`src/watch_timer_pkg.sv`:
```
// Package of constants shared by the watch/interval timer and its tick source.
// Assumes a single 10 MHz system clock and an APB register interface with 32-bit data.
`default_nettype none

package watch_timer_pkg;

    ////////////////////////////////////////////////////////////////////////////////
    // Clocking and tick source.
    localparam int unsigned CLK_FREQ_HZ     = 10_000_000;  // System clock rate.
    localparam int unsigned CLK_PERIOD_NS   = 1_000_000_000 / CLK_FREQ_HZ;
    localparam int unsigned MAIN_DIV        = 128;         // Main clock divider for the tick.
    localparam int unsigned TICK_MAIN_HZ    = CLK_FREQ_HZ / MAIN_DIV;  // 78.125 kHz.

    ////////////////////////////////////////////////////////////////////////////////
    // Counter geometry.
    localparam int unsigned PRESC_W         = 11;  // Prescaler width.
    localparam int unsigned WCNT_W          = 5;   // Watch counter width.
    localparam int unsigned WCNT_TAP        = 9;   // Watch counter advances every 2^9 ticks.
    localparam int unsigned IVL_MIN_EXP     = 4;   // Interval code 0 is 2^4 ticks.
    localparam int unsigned IVL_CODES       = 8;   // Interval codes 0..7 give 2^4..2^11.
    localparam logic [4:0]  WCNT_FULL       = 5'h1F;  // Wrap for the 2^14 period.
    localparam logic [3:0]  WCNT_HALF       = 4'hF;   // Wrap for the 2^13 period.

    ////////////////////////////////////////////////////////////////////////////////
    // Register map, byte addresses.
    localparam logic [11:0] OFF_MODE        = 12'h000;  // Watch mode register.
    localparam logic [11:0] OFF_STATUS      = 12'h004;  // Sticky event flags, write one to clear.
    localparam logic [11:0] OFF_MASK        = 12'h008;  // Interrupt enables.
    localparam logic [11:0] OFF_COUNT       = 12'h00C;  // Live counter state, read only.

    // Mode register fields.
    localparam int unsigned MODE_RUN_BIT    = 0;  // run_enable.
    localparam int unsigned MODE_START_BIT  = 1;  // counter_start.
    localparam int unsigned MODE_ISEL_LSB   = 2;  // interrupt_sel_lo, interrupt_sel_hi.
    localparam int unsigned MODE_VSEL_LSB   = 4;  // interval_sel_b0..b2.
    localparam int unsigned MODE_CSEL_BIT   = 7;  // clock_sel.
    localparam logic [7:0]  MODE_RESET      = 8'h00;

    // Status and mask fields.
    localparam int unsigned EVT_WATCH_BIT   = 0;
    localparam int unsigned EVT_IVL_BIT     = 1;
    localparam logic [1:0]  STATUS_RESET    = 2'h0;
    localparam logic [1:0]  MASK_RESET      = 2'h0;

    // Count register fields.
    localparam int unsigned CNT_PRESC_LSB   = 0;
    localparam int unsigned CNT_WCNT_LSB    = 11;
    localparam int unsigned CNT_ARMED_BIT   = 16;

    // Interrupt period codes of the watch output.
    localparam logic [1:0]  ISEL_P14        = 2'h0;
    localparam logic [1:0]  ISEL_P13        = 2'h1;
    localparam logic [1:0]  ISEL_P5         = 2'h2;
    localparam logic [1:0]  ISEL_P4         = 2'h3;

endpackage

`default_nettype wire

```
`src/watch_tick_gen.sv`:
```
// Tick source of the watch timer: a one-cycle tick per tick-clock period.
// Assumes the subsystem oscillator level arrives synchronous to clk_i.
`timescale 1ns/1ps
`default_nettype none

module watch_tick_gen
    import watch_timer_pkg::*;
#(
    parameter int unsigned DIV = MAIN_DIV  // Main clock divider, a power of two.
) (
    input  wire logic clk_i,      // System clock.
    input  wire logic sys_rst_i,  // Synchronous reset, active high.
    input  wire logic clock_sel_i,// 1 picks the subsystem oscillator.
    input  wire logic sub_osc_i,  // Subsystem oscillator level.
    output logic      tick_o      // One-cycle tick pulse.
);

    localparam int unsigned DW = $clog2(DIV);

    generate
        if (DIV < 2 || (DIV & (DIV - 1)) != 0) begin : g_bad_div
            $error("watch_tick_gen: DIV must be a power of two of at least 2.");
        end
    endgenerate

    typedef struct packed {
        logic [DW-1:0] div;
        logic          sub_prev;
        logic          tick;
    } tick_state_t;

    tick_state_t s_q;
    tick_state_t s_d;

    ////////////////////////////////////////////////////////////////////////////////
    // The divider runs freely so a switch of source never has to wait for a restart.
    always_comb begin
        s_d          = s_q;
        s_d.div      = s_q.div + 1'b1;
        s_d.sub_prev = sub_osc_i;
        if (clock_sel_i) begin
            s_d.tick = sub_osc_i & ~s_q.sub_prev;
        end else begin
            s_d.tick = (s_q.div == {DW{1'b1}});
        end
    end

    // State register.
    always_ff @(posedge clk_i) begin
        if (sys_rst_i) begin
            s_q <= '0;
        end else begin
            s_q <= s_d;
        end
    end

    assign tick_o = s_q.tick;

endmodule

`default_nettype wire

```
`src/watch_interval_timer.sv`:
```
// Watch timer with an interval timer, both driven by one selectable tick clock.
// Assumes an APB master on the system clock; the subsystem oscillator level is
// already synchronous to clk_i.
`timescale 1ns/1ps
`default_nettype none

// Functional notes
// - Watch counting needs run_enable and counter_start.
// - Both cleared: clear and stop watch counter.
// - counter_start low clears counter, prescaler keeps running.
// - interrupt_sel picks 2^14, 2^13, 2^5, 2^4.
// - interval_irq repeats, independent of watch function.
// - interval_sel picks 2^4 through 2^11 ticks.
// - Interval counts while run_enable, ignoring counter_start.
// - First watch_irq at 2^14 or 2^13 late by one tap period.
// - clock_sel high selects subsystem oscillator tick.
// - run_enable low zeroes prescaler and counter.
// - clock_sel low: main clock divided by 128.
// - Reset clears the whole mode register.
module watch_interval_timer
    import watch_timer_pkg::*;
#(
    parameter int unsigned ADDR_W = 12  // APB address width.
) (
    input  wire logic              clk_i,            // System clock, 10 MHz.
    input  wire logic              sys_rst_i,        // Synchronous reset, active high.
    input  wire logic              sub_osc_i,        // Subsystem oscillator level.
    input  wire logic              psel_i,           // APB select.
    input  wire logic              penable_i,        // APB enable.
    input  wire logic              pwrite_i,         // APB direction, 1 is write.
    input  wire logic [ADDR_W-1:0] paddr_i,          // APB byte address.
    input  wire logic [31:0]       pwdata_i,         // APB write data.
    input  wire logic [3:0]        pstrb_i,          // APB byte strobes.
    output logic      [31:0]       prdata_o,         // APB read data.
    output logic                   pready_o,         // APB ready.
    output logic                   pslverr_o,        // APB error for unmapped access.
    output logic                   watch_irq_o,      // Watch request pulse.
    output logic                   interval_irq_o,   // Interval request pulse.
    output logic                   irq_o             // Masked interrupt level.
);

    generate
        // The register offsets are cut to ADDR_W bits, so wider buses cannot be served.
        if (ADDR_W < 4 || ADDR_W > 12) begin : g_bad_addr
            $error("watch_interval_timer: ADDR_W must be from 4 to 12.");
        end
    endgenerate

    ////////////////////////////////////////////////////////////////////////////////
    // Whole state of the block, registered in one place.
    typedef struct packed {
        logic [7:0]         mode;
        logic [1:0]         status;
        logic [1:0]         mask;
        logic [PRESC_W-1:0] presc;
        logic [WCNT_W-1:0]  wcnt;
        logic               armed;
        logic               watch_pulse;
        logic               ivl_pulse;
        logic               irq;
        logic               pready;
        logic               pslverr;
        logic [31:0]        prdata;
    } timer_state_t;

    timer_state_t s_q;
    timer_state_t s_d;

    logic                 tick;
    logic [IVL_CODES-1:0] ivl_hit;
    logic                 wtap_hit;

    ////////////////////////////////////////////////////////////////////////////////
    // Tick source; the mode register steers which clock feeds the counters.
    watch_tick_gen #(
        .DIV (MAIN_DIV)
    ) u_tick (
        .clk_i       (clk_i),
        .sys_rst_i   (sys_rst_i),
        .clock_sel_i (s_q.mode[MODE_CSEL_BIT]),
        .sub_osc_i   (sub_osc_i),
        .tick_o      (tick)
    );

    ////////////////////////////////////////////////////////////////////////////////
    // Prescaler taps: tap k fires on the tick that carries the low 4+k bits over,
    // so it repeats every 2^(4+k) ticks.
    genvar k;
    generate
        for (k = 0; k < IVL_CODES; k++) begin : g_tap
            assign ivl_hit[k] = &s_q.presc[IVL_MIN_EXP+k-1:0];
        end
    endgenerate

    // The watch counter steps on the 2^9 tap.
    assign wtap_hit = &s_q.presc[WCNT_TAP-1:0];

    ////////////////////////////////////////////////////////////////////////////////
    // Next-state logic: counters, events, sticky flags and the APB slave.
    always_comb begin
        logic              run;
        logic              start;
        logic [1:0]        isel;
        logic [2:0]        vsel;
        logic              watch_evt;
        logic              ivl_evt;
        logic              wrap;
        logic              access;
        logic              done;
        logic              hit_mode;
        logic              hit_status;
        logic              hit_mask;
        logic              hit_count;
        logic              mapped;
        logic [ADDR_W-1:0] off;
        logic [1:0]        w1c;
        logic [31:0]       rdata;

        s_d        = s_q;
        run        = s_q.mode[MODE_RUN_BIT];
        start      = s_q.mode[MODE_START_BIT];
        isel       = s_q.mode[MODE_ISEL_LSB +: 2];
        vsel       = s_q.mode[MODE_VSEL_LSB +: 3];
        watch_evt  = 1'b0;
        ivl_evt    = 1'b0;
        wrap       = 1'b0;
        w1c        = 2'h0;
        rdata      = 32'h0000_0000;
        access     = 1'b0;
        done       = 1'b0;
        hit_mode   = 1'b0;
        hit_status = 1'b0;
        hit_mask   = 1'b0;
        hit_count  = 1'b0;
        mapped     = 1'b0;
        off        = '0;

        // Prescaler runs while enabled and is held at zero otherwise.
        if (!run) begin
            s_d.presc = '0;
        end else if (tick) begin
            s_d.presc = s_q.presc + 1'b1;
        end

        // Interval event: one pulse per selected tap period, watch state ignored.
        ivl_evt = run & tick & ivl_hit[vsel];

        // Watch counter. The first 2^9 tap after a start only arms the counter,
        // which is why the first 2^14 or 2^13 request comes one tap period late.
        if (!(run && start)) begin
            s_d.wcnt  = '0;
            s_d.armed = 1'b0;
        end else if (tick && wtap_hit) begin
            if (!s_q.armed) begin
                s_d.armed = 1'b1;
            end else begin
                s_d.wcnt = s_q.wcnt + 1'b1;
            end
        end

        // Watch period select. The short periods come straight from the prescaler.
        case (isel)
            ISEL_P14: begin
                wrap = (s_q.wcnt == WCNT_FULL);
            end
            ISEL_P13: begin
                wrap = (s_q.wcnt[3:0] == WCNT_HALF);
            end
            ISEL_P5: begin
                wrap = ivl_hit[1];
            end
            ISEL_P4: begin
                wrap = ivl_hit[0];
            end
            default: begin
                wrap = 1'b0;
            end
        endcase
        if (isel == ISEL_P14 || isel == ISEL_P13) begin
            watch_evt = run & start & tick & wtap_hit & s_q.armed & wrap;
        end else begin
            watch_evt = run & start & tick & wrap;
        end

        s_d.watch_pulse = watch_evt;
        s_d.ivl_pulse   = ivl_evt;

        // APB decode. Only aligned words inside the map are accepted.
        off        = paddr_i;
        hit_mode   = (off == OFF_MODE[ADDR_W-1:0]);
        hit_status = (off == OFF_STATUS[ADDR_W-1:0]);
        hit_mask   = (off == OFF_MASK[ADDR_W-1:0]);
        hit_count  = (off == OFF_COUNT[ADDR_W-1:0]);
        mapped     = hit_mode | hit_status | hit_mask | hit_count;
        access     = psel_i & penable_i;
        done       = access & s_q.pready;

        // One wait state: ready rises in the second access cycle and drops after.
        s_d.pready  = access & ~s_q.pready;
        s_d.pslverr = access & ~s_q.pready & ~mapped;

        // Read data are captured with ready so they come out of a register.
        if (hit_mode) begin
            rdata[7:0] = s_q.mode;
        end else if (hit_status) begin
            rdata[1:0] = s_q.status;
        end else if (hit_mask) begin
            rdata[1:0] = s_q.mask;
        end else if (hit_count) begin
            rdata[CNT_PRESC_LSB +: PRESC_W] = s_q.presc;
            rdata[CNT_WCNT_LSB +: WCNT_W]   = s_q.wcnt;
            rdata[CNT_ARMED_BIT]            = s_q.armed;
        end
        if (access && !s_q.pready && !pwrite_i) begin
            s_d.prdata = rdata;
        end else if (done) begin
            s_d.prdata = 32'h0000_0000;
        end

        // Writes take effect at the completing edge; only byte lane 0 holds bits.
        if (done && pwrite_i && pstrb_i[0]) begin
            if (hit_mode) begin
                s_d.mode = pwdata_i[7:0];
            end
            if (hit_mask) begin
                s_d.mask = pwdata_i[1:0];
            end
            if (hit_status) begin
                w1c = pwdata_i[1:0];
            end
        end

        // Sticky flags: a new event beats a clear in the same cycle.
        s_d.status = s_q.status & ~w1c;
        s_d.status[EVT_WATCH_BIT] = s_d.status[EVT_WATCH_BIT] | watch_evt;
        s_d.status[EVT_IVL_BIT]   = s_d.status[EVT_IVL_BIT] | ivl_evt;
        s_d.irq = |(s_d.status & s_d.mask);
    end

    ////////////////////////////////////////////////////////////////////////////////
    // State register; reset leaves both functions stopped.
    always_ff @(posedge clk_i) begin
        if (sys_rst_i) begin
            s_q        <= '0;
            s_q.mode   <= MODE_RESET;
            s_q.status <= STATUS_RESET;
            s_q.mask   <= MASK_RESET;
        end else begin
            s_q <= s_d;
        end
    end

    ////////////////////////////////////////////////////////////////////////////////
    // Outputs come straight from the state register.
    assign prdata_o       = s_q.prdata;
    assign pready_o       = s_q.pready;
    assign pslverr_o      = s_q.pslverr;
    assign watch_irq_o    = s_q.watch_pulse;
    assign interval_irq_o = s_q.ivl_pulse;
    assign irq_o          = s_q.irq;

endmodule

`default_nettype wire

```
`config.mk`:
```
export PLATFORM = sky130hd
export DESIGN_NAME = watch_interval_timer
export DESIGN_NICKNAME = d
export VERILOG_FILES = /design/src/watch_timer_pkg.sv /design/src/watch_tick_gen.sv /design/src/watch_interval_timer.sv
export SDC_FILE = /design/constraint.sdc
export NUM_CORES = 1
export LEC_CHECK = 0
export ABC_CLOCK_PERIOD_IN_PS = 3100
export BUFFER_PORTS_ARGS = -buffer_cell sky130_fd_sc_hd__buf_2
export CAP_MARGIN = 20
export CORE_MARGIN = 5
export CORE_UTILIZATION = 25
export CTS_CLUSTER_DIAMETER = 120
export CTS_CLUSTER_SIZE = 40
export DETAILED_ROUTE_END_ITERATION = 10
export GPL_TIMING_DRIVEN = 0
export PLACE_DENSITY = 0.47
export SLEW_MARGIN = 0
export SYNTH_ARGS = -nofsm -noshare
export SYNTH_HDL_FRONTEND = slang
export SYNTH_SLANG_ARGS = --single-unit
```
`constraint.sdc`:
```
create_clock -name clk_i -period 3.1 [get_ports clk_i]
set_input_delay 0.155 -clock clk_i [delete_from_list [all_inputs] [get_ports clk_i]]
set_output_delay 0.155 -clock clk_i [all_outputs]
set_load 0.005 [all_outputs]
```
---- Word-level counts from Yosys, hierarchy flattened ----
Cells that the tools add are included.
Widths: inputs -> output; s select.
word-level totals
  bits in latches ......................... 0
  ROM bits ................................ 0
  memories kept ........................... 0
  logic and storage cells ................. 97
  output and inout bits ................... 37
  register bits ........................... 60
  bits in writable memories ............... 0
cells by class
  shift operators ......................... 0
  div/mod/pow operators ................... 0
  reductions and logical operators ........ 25
  $lt $le $gt $ge ......................... 1
  eq/ne operators ......................... 9
  muxes and demuxes ....................... 18
  $mul .................................... 0
  add/subtract/negate cells ............... 3
  bitwise gates (word level) .............. 26
operators with widths
  kind                   count
  $mux 17                3
  $mux 15                2
  $eq 12x4->1 const B    2
  $and 1x1->1            13
  $eq 12x3->1 const B    1
  $logic_not 12->1       1
  $mux 2                 6
  $add 11x1->11 const B  1
  $reduce_and 11->1      1
  $reduce_and 10->1      1
  $mux 9                 1
  $reduce_and 9->1       1
  $mux 8                 1
  $reduce_and 8->1       1
  $add 7x1->7 const B    1
  $eq 7x7->1 const B     1
  $reduce_and 7->1       1
  $logic_and 1x1->1      6
  $reduce_and 6->1       1
  $reduce_or 2->1        3
  $add 5x1->5 const B    1
  $eq 5x5->1 const B     1
  $not 1->1              5
  $or 1x1->1             5
  16 further kinds       22

---- Longest topological paths before layout ----
  depth in word-level cells ............... 10
  mapped depth ............................ 9
  depth with buffers taken out ............ 9

---- Hierarchy ----
From an unflattened synthesis, not the netlist that was laid out.
unflattened totals
  cell total of the unflattened synthesis .. 303
  area, all modules ....................... 2875.3 µm²
modules (own cells, without submodules)
  module                area an instance (µm²)  cells an instance  sequential area each (µm²)  times used
  watch_interval_timer  2542.4                  270                1021.0                      1
  watch_tick_gen        332.8                   33                 180.2                       1

---- Least setup slack after synthesis ----
Ideal clock, no wire load.
  path kind ............................... reg2reg
  start point ............................. register s_q[43] (netlist bit)
  end point ............................... register s_q (netlist bit irq_o)
  buffers on the path ..................... 0
  setup slack ............................. 0.989 ns
  stages on the path, launching flop included .. 10
  arrival time ............................ 2.052 ns
  library setup time ...................... 0.059 ns
  data required time ...................... 3.041 ns
  cell sequence ........................... dfxtp_1 > ha_1 > nand3_1 > nor3_1 > ha_1 > nand3_1 > a2111oi_0 > nor2_1 > o2bb2ai_1 > a22o_1
on the way
  longest elaborated chain between the ends .. 8
  elaborated cells on any way between the ends .. 21
  classes of those cells .................. mux (4); bitwise (8); reduce/logical (9)
ends and longest elaborated chain
  element                                                    line                         RTL
  from (decl)                                                watch_interval_timer.sv:66   timer_state_t s_q;
  branches (longest 6 deep; another with $reduce_and 11->1)  n/a
  $and 2x2->2 *                                              watch_interval_timer.sv:237  s_d.irq = |(s_d.status & s_d.mask);
  $reduce_or 2->1 *                                          watch_interval_timer.sv:237
Every way passes the cells marked *. The select of a mux whose other input is x is not followed.
A chain may end at the register's enable or synchronous reset.

---- Worst setup path after layout ----
Ends and elaborated chain as after synthesis.

==> qor.tcl <==
set qor(power.share.sequential) 0.463
set qor(power.combinational.fraction) 0.044
set qor(cts.path.max_buffers) 2
set qor(rr_worst_depth) 9
set qor(detailedRoute.firstPassIterationCount) 4
set qor(cts_htree_levels) 3
set qor(report.final.slew_viol_count) 0
set qor(mappedNetlistArea_mm2) 0.00281
set qor(synth_top_cell_area_share) 0.428
set qor(area_growth_pct) 25.2
set qor(asyncSetResetFlopFracSynth) 0
set qor(max_clock_freq_ghz) 0.398
set qor(ctsResizeCount) 0
set qor(min_period_ns) 2.52
set qor(slew_headroom) 0.436
set qor(track_usage) 0.102
set qor(final_hpwl_dp_um) 5050
set qor(power.clock.fraction) 0.493
set qor(remaining_drc_errors) 0
set qor(routed_wl_um) 6450
set qor(cts.sink_count) 60
set qor(path_cells) {ha_1, nand3_1, nor3_1, ha_1, nand3_1, a2111oi_0, nor2_1, o2bb2ai_1, a22o_1}
set qor(report.power.total_mw) 1.69
set qor(yosys.area.top_type) {sky130_fd_sc_hd__dfxtp_1}
set qor(ys_types) 46
set qor(num_io_pins) 91
set qor(core_region_area_mm2) 0.0109
set qor(timing.critical_path.to) {irq_o$_SDFF_PP0_}
set qor(path_type_of_the_worst_min_delay_path) {input port to register}
set qor(fraction_of_met1_tracks_used_by_global_routing) 0.131
set qor(critical_path_capture_point_type) {register}
set qor(cts_buffers) 9
set qor(r2r_end) {irq_o$_SDFF_PP0_}
set qor(p_sw_frac) 0.211
set qor(postCtsSetupBuffers) 0
set qor(critPathRequiredTime_ns) 3.36
set qor(finalSetupViolations) 0
set qor(worstSkewPairLatency_ns) 0.32
set qor(type_of_the_setup_path_with_the_least_slack) {register to register}
set qor(synth_enable_flop_cells) 0
set qor(power_per_cell_area_mw_per_mm2) 480
set qor(dieWidth_um) 116
set qor(route.vias.total) 2251
set qor(worstPathArrival_ns) 2.78
set qor(nNetsFinal) 442
set qor(n_fill_cell) 1217
set qor(fin_crit_sh) 0.811
set qor(final_replace_weighted_congestion) 0.718
set qor(groute.layer.met2.usage) 0.156
set qor(cts_tree) {yes}
set qor(postSynthRegisterBits) 60
set qor(crit_path_max_incr_delay_ns) 0.43
set qor(netlist_instances) 310
set qor(clock_tree.root_cell) {sky130_fd_sc_hd__clkbuf_16}
set qor(grt_pass1_wl_um) 10600
set qor(worst_pin_slew_ns) 0.838
set qor(synthesis.yosys.warnings) 0
set qor(grt_setup_unrepaired) {false}
set qor(critPathSlowestCell) {sky130_fd_sc_hd__a2111oi_0}
set qor(critical_path_peak_fanout) 6
set qor(postSynth.topFlopCell) {sky130_fd_sc_hd__dfxtp_1}
set qor(internal_dissipation_mw) 1.33
set qor(drive_gt1_frac) 0.268
set qor(worst_r2r_startpoint) {s_q[43]$_SDFFE_PP0P_}
set qor(buffer_ports.inserted) 47
set qor(status) {complete, no violations}
set qor(p_leak_nw) 1.45
set qor(synthesis.area_per_instance_um2) 9.06
set qor(power_switching_uw) 357
set qor(floorplan_die_area_mm2) 0.0135
set qor(row_count) 38
set qor(synth.yosys.seq_area_share) 0.428
set qor(critPathLaunchType) {register}
set qor(vias_per_cell) 4.30
set qor(grt-busiest-layer) {met2}
set qor(die_h_um) 116
set qor(gr_layer_usage_met3) 0.0392
set qor(crit_start) {s_q[43]$_SDFFE_PP0P_}
set qor(totalNegativeSetupSlack_ns) 0
set qor(clock-skew-final_ns) 0.00703
set qor(post_synth_main_area_contributors) {sky130_fd_sc_hd__dfxtp_1 43%, sky130_fd_sc_hd__buf_4 8.6%, sky130_fd_sc_hd__nor2_1 6.8%}
set qor(postCtsHoldBufs) 0
set qor(antenna_left) 0
set qor(grt_antenna_before_repair) 0
set qor(drt-initial-drc-count) 96
set qor(hold_violations) 0
set qor(grt_start_max_net_pins) 11
set qor(via_count_of_the_first_global_routing_pass) 2215
set qor(route.detailed.wl_per_inst_um) 12.3
set qor(diodes) 0
set qor(maxCapViolCount) 0
set qor(setup.reg_to_reg.worst_slack_ns) 0.58
set qor(clk_pin_slew_ns) 0.05
set qor(gr-total-overflow) 0
set qor(max-vdd-ir-drop_v) 0.000204
set qor(initial_utilization) 0.257
## kinds of logic (layout without fill, tap and decap cells)
logic type      Yosys count  count (layout)  share of synthesized area
fa+ha+maj                 6               6                     0.0267
flops                    60              60                      0.428
mux                      15              15                     0.0535
simple gates            117             117                      0.213
other cells               1              15                    0.00134
xor+xnor                 14              14                     0.0437
compound gates           47              47                      0.117
buf+inv                  50             110                      0.118
## worst min path at each step
| stage | startpoint | to | slack (ns) | depth (start not counted) |
|---|---|---|---|---|
| after detailed placement | sub_osc_i | u_tick.s_q[1]$_SDFF_PP0_ | 0.39 | 2 |
| after global placement | sub_osc_i | u_tick.s_q[1]$_SDFF_PP0_ | 0.39 | 2 |
| after floorplan | sys_rst_i | pready_o$_SDFF_PP0_ | 0.25 | 1 |
| after CTS | sub_osc_i | u_tick.s_q[1]$_SDFF_PP0_ | 0.05 | 2 |
| final | sub_osc_i | u_tick.s_q[1]$_SDFF_PP0_ | 0.07 | 2 |
| after global routing | sub_osc_i | u_tick.s_q[1]$_SDFF_PP0_ | 0.06 | 2 |
## critical path, delay by kind of cell, from the launching register on
family / cells / cell delay, ns
fa+ha+maj: 2 / 0.46
compound gates: 3 / 0.81
flops: 1 / 0.40
simple gates: 4 / 0.79
## cell type report
class / instances / area [µm²] / share of cell area
clock inverter: 4 / 20.0 / 0.00569
inverter: 6 / 22.5 / 0.00641
tap: 140 / 175 / 0.0498
buffer: 44 / 308 / 0.0875
clock buffer: 9 / 225 / 0.0641
multi-input combinational: 214 / 1330 / 0.378
sequential: 60 / 1200 / 0.342
timing repair buffer: 47 / 235 / 0.0669
## power groups by stage
stage	clock (mW)	sequential, mW	combinational, mW
3_3_place_gp	0	0.796	0.0732
5_1_grt	0.900	0.781	0.0823
6_report	0.832	0.781	0.0736
2_1_floorplan	0	0.796	0.0450
3_5_place_dp	0	0.797	0.0737
4_1_cts	0.860	0.781	0.0737
## cells in the final DEF (no fill, tap or decap), drive strengths merged, types with 2 or more instances in the layout
master and instances:
clkinv 4, nor4 3, nand4 7, buf 85, dfxtp 60, nand2 18, or4 4, nor2 51
o211ai 2, nor2b 6, mux2i 15, nor3 4, ha 6, or3 4, clkbuf 15, nand2b 3
inv 6, conb 15, xnor2 4, a21oi 12, xor2 10, o21ai 6, nand3 12, and3 2
a22oi 15
## cell usage after synthesis, types with 2 or more instances
library cell,n
sky130_fd_sc_hd__dfxtp_1,60
sky130_fd_sc_hd__nor2_1,51
sky130_fd_sc_hd__buf_4,32
sky130_fd_sc_hd__nand2_1,18
sky130_fd_sc_hd__mux2i_1,15
sky130_fd_sc_hd__a22oi_1,14
sky130_fd_sc_hd__nand3_1,12
sky130_fd_sc_hd__a21oi_1,11
sky130_fd_sc_hd__xor2_1,10
sky130_fd_sc_hd__nand4_1,7
sky130_fd_sc_hd__clkbuf_1,6
sky130_fd_sc_hd__ha_1,6
sky130_fd_sc_hd__inv_1,6
sky130_fd_sc_hd__nor2b_1,6
sky130_fd_sc_hd__o21ai_0,6
sky130_fd_sc_hd__or3_1,4
sky130_fd_sc_hd__xnor2_1,4
sky130_fd_sc_hd__buf_1,3
sky130_fd_sc_hd__buf_6,3
sky130_fd_sc_hd__nand2b_1,3
sky130_fd_sc_hd__nor3_1,3
sky130_fd_sc_hd__and3_1,2
sky130_fd_sc_hd__nor4_1,2
sky130_fd_sc_hd__o211ai_1,2
sky130_fd_sc_hd__or4_1,2
sky130_fd_sc_hd__or4_4,2
## metal layers
layer	vias up	part of all wire	wire length, µm
met3	10	0.064	411
met4	0	0.016	106
li1	1177	-	-
met5	-	0	0
met2	48	0.45	2890
met1	1016	0.47	3040
## sequential cells by signal, summed over array words and instances, names as in the netlist
register / count
irq_o: 1
u_tick.s_q: 8
interval_irq_o: 1
pslverr_o: 1
watch_irq_o: 1
u_tick.tick_o: 1
s_q: 29
pready_o: 1
prdata_o: 17
## stage by stage
stage	instances	hold slack [ns]	utilization	setup slack, ns	area [µm²]
floorplan	324	0.247	-	0.989	2860
CTS	524	0.0494	0.322	0.552	3520
global route	524	0.0556	0.322	0.200	3520
finish	524	0.0695	0.322	0.585	3520
detailed placement	511	0.387	0.299	0.577	3270
global placement	511	0.389	0.299	0.557	3270
Power figures use the tool's default switching activity.
